File: config.mk
export PLATFORM = sky130hd
export DESIGN_NAME = pse_control_pin_logic
export DESIGN_NICKNAME = d
export VERILOG_FILES = /design/src/design/pse_control_pin_logic.v /design/src/design/pin_sync3.v
export VERILOG_INCLUDE_DIRS = /design/src /design/src/design
export SDC_FILE = /design/constraint.sdc
export NUM_CORES = 1
export LEC_CHECK = 0
export BUFFER_PORTS_ARGS = -buffer_cell sky130_fd_sc_hd__buf_2
export CAP_MARGIN = 40
export CORE_ASPECT_RATIO = 1.5
export CORE_MARGIN = 2
export CORE_UTILIZATION = 43
export DETAILED_ROUTE_END_ITERATION = 10
export PLACE_DENSITY_LB_ADDON = 0.2
export SLEW_MARGIN = 40
export SYNTH_ARGS = -nofsm -noshare
export SYNTH_HDL_FRONTEND = slang
export SYNTH_SLANG_ARGS = --single-unit
export TNS_END_PERCENT = 50
File: constraint.sdc
create_clock -name core_clk -period 1.85 [get_ports core_clk]
set_clock_uncertainty 0.15 [all_clocks]
set_input_delay 0.185 -clock core_clk [delete_from_list [all_inputs] [get_ports core_clk]]
set_output_delay 0.185 -clock core_clk [all_outputs]
set_load 0.01 [all_outputs]
File: src/design/pin_ctl_map.vh
// constants for the control and status pin logic
`ifndef PIN_CTL_MAP_VH
`define PIN_CTL_MAP_VH
`define PORT_COUNT        4
`define PRIO_REG_OFFSET   8'h15
`define PRIO_RESET        4'h0
`define ADDR_HIGH_BITS    4'h4
`define RESET_MIN_NS      10000
`define CLK_PERIOD_NS     5
`define RESET_MIN_CYCLES  ((`RESET_MIN_NS + `CLK_PERIOD_NS - 1) / `CLK_PERIOD_NS)
`define STRAP_SETTLE      3'h5
`endif

File: src/design/pse_control_pin_logic.v
// control and status pin logic of the port power controller
// Functional notes
// [RQ1] over-supply rising edge sheds low-priority ports
// [RQ2] reset low holds microcontroller disabled
// [RQ3] reset restores defaults, turns ports off
// [RQ4] host holds reset low over 10 us
// [RQ5] any port fault pulls alert low
// [RQ6] alert changes only between bus commands
// [RQ7] alert is open drain, low only
// [RQ8] straps latched at release; address 0100+straps
// [RQ9] over-supply synchronised, one edge one event
`timescale 1ns/10ps
`default_nettype none
`include "pin_ctl_map.vh"
module pse_control_pin_logic (
	input  wire       core_clk,
	input  wire       reset_n,
	input  wire       over_supply_shed_in,
	input  wire [2:0] bus_address_straps,
	input  wire [3:0] port_fault,
	input  wire       bus_cmd_busy,
	input  wire       prio_wr,
	input  wire [3:0] prio_wdata,
	input  wire [3:0] port_on_req,
	input  wire [3:0] port_off_req,
	output reg  [3:0] port_enable_r,
	output reg  [3:0] port_prio_r,
	output reg        mcu_enable_r,
	output reg  [6:0] slave_addr_r,
	output reg        shed_event_r,
	output wire       fault_alert_low_o,
	output wire       fault_alert_low_oe_n
);
	wire       oss_level;
	reg        oss_prev_r;
	reg        straps_taken_r;
	reg  [2:0] settle_r;
	reg        alert_r;
	wire [2:0] straps_lvl;
	wire       oss_rise;

	// over-supply pin crosses in through three stages [RQ9]
	pin_sync3 u_oss (
		.core_clk (core_clk),
		.reset_n  (reset_n),
		.rst_val  (1'b1),
		.pin_in   (over_supply_shed_in),
		.level_r  (oss_level)
	);

	genvar g;
	generate
		for (g = 0; g < 3; g = g + 1) begin : g_strap
			pin_sync3 u_strap (
				.core_clk (core_clk),
				.reset_n  (reset_n),
				.rst_val  (1'b1),
				.pin_in   (bus_address_straps[g]),
				.level_r  (straps_lvl[g])
			);
		end
	endgenerate

	// two consecutive synchronised samples give a single edge event [RQ9]
	assign oss_rise = oss_level & ~oss_prev_r;

	always @(posedge core_clk or negedge reset_n) begin
		if (!reset_n) begin
			oss_prev_r   <= 1'b1;
			shed_event_r <= 1'b0;
		end else begin
			oss_prev_r   <= oss_level;
			shed_event_r <= oss_rise; // [RQ9]
		end
	end

	always @(posedge core_clk or negedge reset_n) begin
		if (!reset_n) begin
			mcu_enable_r <= 1'b0; // [RQ2]
		end else begin
			mcu_enable_r <= 1'b1;
		end
	end

	always @(posedge core_clk or negedge reset_n) begin
		if (!reset_n) begin
			port_prio_r <= `PRIO_RESET; // [RQ3]
		end else if (prio_wr) begin
			port_prio_r <= prio_wdata;
		end
	end

	always @(posedge core_clk or negedge reset_n) begin
		if (!reset_n) begin
			port_enable_r <= 4'h0; // [RQ3]
		end else begin
			// shedding wins over a turn-on in the same cycle [RQ1]
			port_enable_r <= (port_enable_r | port_on_req) & ~port_off_req
				& ~(oss_rise ? port_prio_r : 4'h0); // [RQ1]
		end
	end

	// strap synchronisers need several edges after release before their levels are valid
	always @(posedge core_clk or negedge reset_n) begin
		if (!reset_n) begin
			settle_r <= 3'h0;
		end else if (settle_r != `STRAP_SETTLE) begin
			settle_r <= settle_r + 3'h1;
		end
	end

	always @(posedge core_clk or negedge reset_n) begin
		if (!reset_n) begin
			slave_addr_r   <= {`ADDR_HIGH_BITS, 3'h7};
			straps_taken_r <= 1'b0;
		end else if (!straps_taken_r && (settle_r == `STRAP_SETTLE)) begin
			straps_taken_r <= 1'b1;
			slave_addr_r   <= {`ADDR_HIGH_BITS, straps_lvl}; // [RQ8]
		end
	end

	always @(posedge core_clk or negedge reset_n) begin
		if (!reset_n) begin
			alert_r <= 1'b0;
		end else if (!bus_cmd_busy) begin
			// alert only moves while no command is in flight [RQ6]
			alert_r <= |port_fault; // [RQ5]
		end
	end

	// pin only ever driven low; high comes from the pull-up [RQ7]
	assign fault_alert_low_o    = 1'b0;
	assign fault_alert_low_oe_n = ~alert_r; // [RQ7]
endmodule // pse_control_pin_logic
`default_nettype wire

File: src/design/pin_sync3.v
// three-stage synchroniser; output changes when stages two and three agree
`timescale 1ns/10ps
`default_nettype none
module pin_sync3 (
	input  wire core_clk,
	input  wire reset_n,
	input  wire rst_val,
	input  wire pin_in,
	output reg  level_r
);
	reg s1_r;
	reg s2_r;
	reg s3_r;

	always @(posedge core_clk or negedge reset_n) begin
		if (!reset_n) begin
			s1_r    <= 1'b1;
			s2_r    <= 1'b1;
			s3_r    <= 1'b1;
			level_r <= 1'b1;
		end else begin
			s1_r <= pin_in;
			s2_r <= s1_r;
			s3_r <= s2_r;
			if (s2_r == s3_r) begin
				level_r <= s3_r;
			end
		end
	end
	// rst_val unused beyond documenting the pulled-up idle level
	wire unused_ok = rst_val;
endmodule // pin_sync3
`default_nettype wire

After elaboration in Yosys (flattened, before gate mapping)
Cells that the tools add are included.
{"block": "classes", "bitwise_logic": 8, "n_addsub": 1, "eq_ne": 6, "n_reduce_logical": 3, "n_mux": 1}
{"cell": "AND 4 bit", "count": 2}
{"cell": "inverter 4 bit", "count": 2}
{"cell": "== test 1 bit", "count": 4}
{"cell": "2-to-1 mux 4 bit", "count": 1}
{"cell": "bitwise OR 4 bit", "count": 1}
{"cell": "OR reduction 4 bit", "count": 1}
{"cell": "adder 3 x 1 -> 3 bit, second input constant", "count": 1}
{"cell": "== test 3 bit, second input constant", "count": 1}
{"cell": "inequality test 3 bit, second input constant", "count": 1}
{"cell": "inverter 1 bit", "count": 2}
{"cell": "AND 1 bit", "count": 1}
{"cell": "logical AND 1 bit", "count": 1}
{"cell": "zero test 1 bit", "count": 1}
{"block": "totals", "reg_bits": 35, "output_inout_bits": 19, "elab_cells": 44}

Depth between registers and ports, before layout
{"block": "logic_depth", "depth_word": 5, "depth_mapped": 4}

Modules after synthesis
From an unflattened synthesis, not the netlist that was laid out.
{"block": "hier_totals", "hier_cells": 77, "area_unflattened_um2": 1243.7}
{"mod": "pse_control_pin_logic", "instances": 1, "area_per_inst_um2": 778.2, "cells_each": 57}
{"mod": "pin_sync3", "instances": 4, "area_per_inst_um2": 116.4, "cells_each": 5}

Worst setup path after synthesis
Ideal clock, no wire load.
{"block": "synth_timing", "path_kind": "reg2reg", "start": "reg settle_r[1]", "end": "reg slave_addr_r[0]", "arrival_ns": 1.034, "period_less_slack_ns": 1.266, "setup_slack_ns": 0.584, "required_ns": 1.618, "stages_incl_launch_ff": 5, "path_cell_list": "dfrtp_1 inv_1 ha_1 nand3b_4 mux2_4"}
{"block": "synth_between", "elab_chain_len": 2}
{"element": "start: declaration", "line_no": "pse_control_pin_logic.v:37", "rtl": "reg [2:0] settle_r;"}
{"element": "start signal: assignment", "line_no": "pse_control_pin_logic.v:108", "rtl": "settle_r <= settle_r + 3'h1;"}
{"element": "== test 3 bit (no line)"}
{"element": "logical AND 1 bit", "line_no": "pse_control_pin_logic.v:116", "rtl": "end else if (!straps_taken_r && (settle_r == `STRAP_SETTLE)) begin"}
{"element": "end signal: assignment", "line_no": "pse_control_pin_logic.v:114", "rtl": "slave_addr_r <= {`ADDR_HIGH_BITS, 3'h7};"}
{"element": "end signal: assignment", "line_no": "pse_control_pin_logic.v:118", "rtl": "slave_addr_r <= {`ADDR_HIGH_BITS, straps_lvl};"}
{"element": "end: declaration", "line_no": "pse_control_pin_logic.v:29", "rtl": "output reg [6:0] slave_addr_r,"}
No other way between the ends.
A chain may end at the register's enable or synchronous reset.

Worst setup path after layout
{"block": "layout_timing", "start": "reg settle_r[1]", "end": "reg slave_addr_r[1]"}
Same word-level chain as after synthesis.

==> impl_results.md <==
- Hold Path Sink: alert_r$_DFFE_PN0N_
- Root Buffer: clkbuf_8
- GRT Resource Usage Total: 14.7%
- CORE AREA: 0.00271 mm2
- Tot Pwr: 1.54 mW
- DIE WIDTH: 47.9 um
- Number of global-route vias before repair: 815
- Remaining DRCs: 0
- Status: completed
- Layout cell share with drive strength beyond 1: 54.1%
- Yosys top cell by area: dfstp_2
- Final layout net count: 160
- Kind of critical path: register to register
- Vias: 738
- Hold Path Stages: 3
- Unrepaired setup endpoints after global routing: no
- Ys async rst share: 100%
- CP required: 1.91 ns
- Num CTS Buffers: 5
- Clock Latency Late Sink: 0.28 ns
- HP Start: port_fault[2]
- #FFs+latches synth: 35
- Yosys Warn Count: 0
- CTS tree: built
- Crit path max fanout: 3
- Gpl congestion: 0.775
- Reg-to-reg slack, setup: 0.51 ns
- Largest net degree at the start of global routing: 36
- Pre-antenna DRT Iters: 2
- Placement Setup Slack: 0.517 ns
- Post-synth EDFFs: 0
- Synth top cells by count: 20 x dfstp_2, 15 x dfrtp_1, 5 x buf_4, 5 x nor2_1
- Mapped Avg Cell Area: 16.1 um2
- Worst vdd rail ir drop: 0.584 mV
- CTS Buffer Depth: 2
- Arr. time, crit path: 1.40 ns
- Cell count after synthesis: 77
- Max H-tree Level: 2
- CP Launch Point: settle_r[1]$_DFFE_PN0P_
- Setup tns final: 0 ns
- Synth area leaders: dfstp_2 42%, dfrtp_1 30%, mux2_2 3.6%, mux2_4 3.6%, maj3_1 3.2%
- Die area: 0.00334 mm2
- Mapped cell area: 0.00124 mm2
- Max-cap violations: 0
- DR vias/cell: 4.29
- CTS Sinks: 35
- Fin crit share: 72.4%
- Tmin final: 1.34 ns
- Global-route wire length before repair: 3420 um
- ANT cells: 0
- R2r startpoint: settle_r[1]$_DFFE_PN0P_
- Worst setup margin: 0.511 ns
- Post-Route WL: 2050 um
- Final ANT Viol Nets: 0
- CP Capture Type: register
- PortBufs: 37
- Count leader, synth: dfstp_2
- Overflow after GRT: 0
- Reg2reg end: slave_addr_r[1]$_DFFE_PN1P_
- Row cnt: 23
- Initial antenna violation count: 0
- Initial Utilization: 45.9%
- Area of placed instances: 0.00145 mm2
- Pwr per Cell Area: 915 mW/mm2
- Worst R2R Path Depth: 4
- Max Slew Vio Count: 0
- Share of the synthesized area in the top cell type: 42.3%
- Type of origin of the critical path: register
- Register area share after synthesis: 72.6%
- Area delta synth->final: 35.2%
- Leak pwr: 0.780 nW
- Final Cell Area: 0.00168 mm2
- Final hold vios: 0
- DR iter-0 viols: 8
- Fin util: 62.0%
- IO Count: 43
- Top_reg_cell synth: dfstp_2
- Final Setup Violations: 0
- Routed WL per cell: 11.9 um
- CTS resizes: 0
- Post-CTS Setup Repair Bufs: 0
- Die height: 69.8 um
- Hold WC Path Type: primary input to register
- F_max: 747 MHz
- CTS clock-pin slew for the worst setup and hold paths: 0.07 ns
- Detailed Place HPWL: 1390 um
- Count of cell types in the netlist: 21
[flip-flops by register name (all words and copies together), names as in the netlist, 3 cells and up]
| name | flops |
|---|---|
| port_enable_r | 4 |
| port_prio_r | 4 |
| g_strap.u_strap.level_r | 3 |
| g_strap.u_strap.s1_r | 3 |
| g_strap.u_strap.s2_r | 3 |
| g_strap.u_strap.s3_r | 3 |
| settle_r | 3 |
| slave_addr_r | 3 |
[per-stage QoR]
| stage | instances | hold slack (ns) |
|---|---|---|
| after floorplan | 81 | -0.261 |
| after global placement | 150 | 0.118 |
| after detailed placement | 150 | 0.140 |
| after CTS | 172 | 0.0271 |
| after global routing | 172 | 0.0487 |
| final | 172 | 0.0290 |
[report_power, final]
group	leakage (nW)	internal, mW	switching [mW]
Clock	0.0412	0.262	0.254
Sequential	0.384	0.840	0.0256
Combinational	0.355	0.0837	0.0696
Total	0.780	1.19	0.349
[area by class of cell]
class / instances / area, um2
multi-input cells: 39 / 310
fillers: 215 / 1030
well taps: 37 / 46.3
clock buffers: 6 / 72.6
clock inverters: 2 / 12.5
repair buffers: 51 / 328
inverters: 2 / 7.51
flip-flops and latches: 35 / 901
[logic make-up after synthesis]
| logic type | Yosys count | share of synthesized area [%] |
|---|---|---|
| multiplexers | 8 | 8.06 |
| other | 2 | 0.605 |
| flip-flops | 35 | 72.6 |
| adder cells (fa/ha/maj) | 6 | 5.24 |
| buffers and inverters | 7 | 3.63 |
| XOR/XNOR | 1 | 0.706 |
| AO/OA/AOI/OAI | 6 | 3.23 |
| AND/OR/NAND/NOR | 12 | 5.95 |
[cells in the final DEF, fill, tap and decap left out, types with 3 or more instances in the layout]
master / Yosys / routed
a211oi_1: 4 / 4
buf_2: 0 / 36
clkbuf_8: 0 / 5
conb_1: 2 / 6
dfrtp_1: 15 / 15
dfstp_2: 20 / 20
dlygate4sd3_1: 0 / 14
maj3_1: 4 / 4
mux2_2: 4 / 4
mux2_4: 3 / 3
nor2_1: 5 / 5
[critical path, cell delays in order, from the launching register on]
cell and delay (ns):
dfrtp_1 0.38, inv_1 0.08, ha_1 0.23, nand3b_4 0.12
mux2_4 0.31
[metal layers]
metal	share of wire (%)	track usage, %
met1	37	15.2
met2	54	23.0
met3	4.6	5.73
met4	3.9	9.91
met5	0	0
[worst max-delay path by stage]
| stage | end | slack [ns] | depth (start not counted) |
|---|---|---|---|
| after floorplan | slave_addr_r[0]$_DFFE_PN1P_ | 0.58 | 4 |
| after CTS | slave_addr_r[1]$_DFFE_PN1P_ | 0.50 | 4 |
| after global placement | slave_addr_r[1]$_DFFE_PN1P_ | 0.56 | 4 |
| after detailed placement | slave_addr_r[1]$_DFFE_PN1P_ | 0.52 | 4 |
| after global routing | slave_addr_r[1]$_DFFE_PN1P_ | 0.44 | 4 |
| final | slave_addr_r[1]$_DFFE_PN1P_ | 0.51 | 4 |
[repair_timing]
item / 4_1_cts / 5_1_grt
hold endpoints to repair: 28 / 0
setup endpoints to repair: 0 / 0
hold buffers: 14 / 0
No activity file was read; power rests on OpenSTA's default activity.
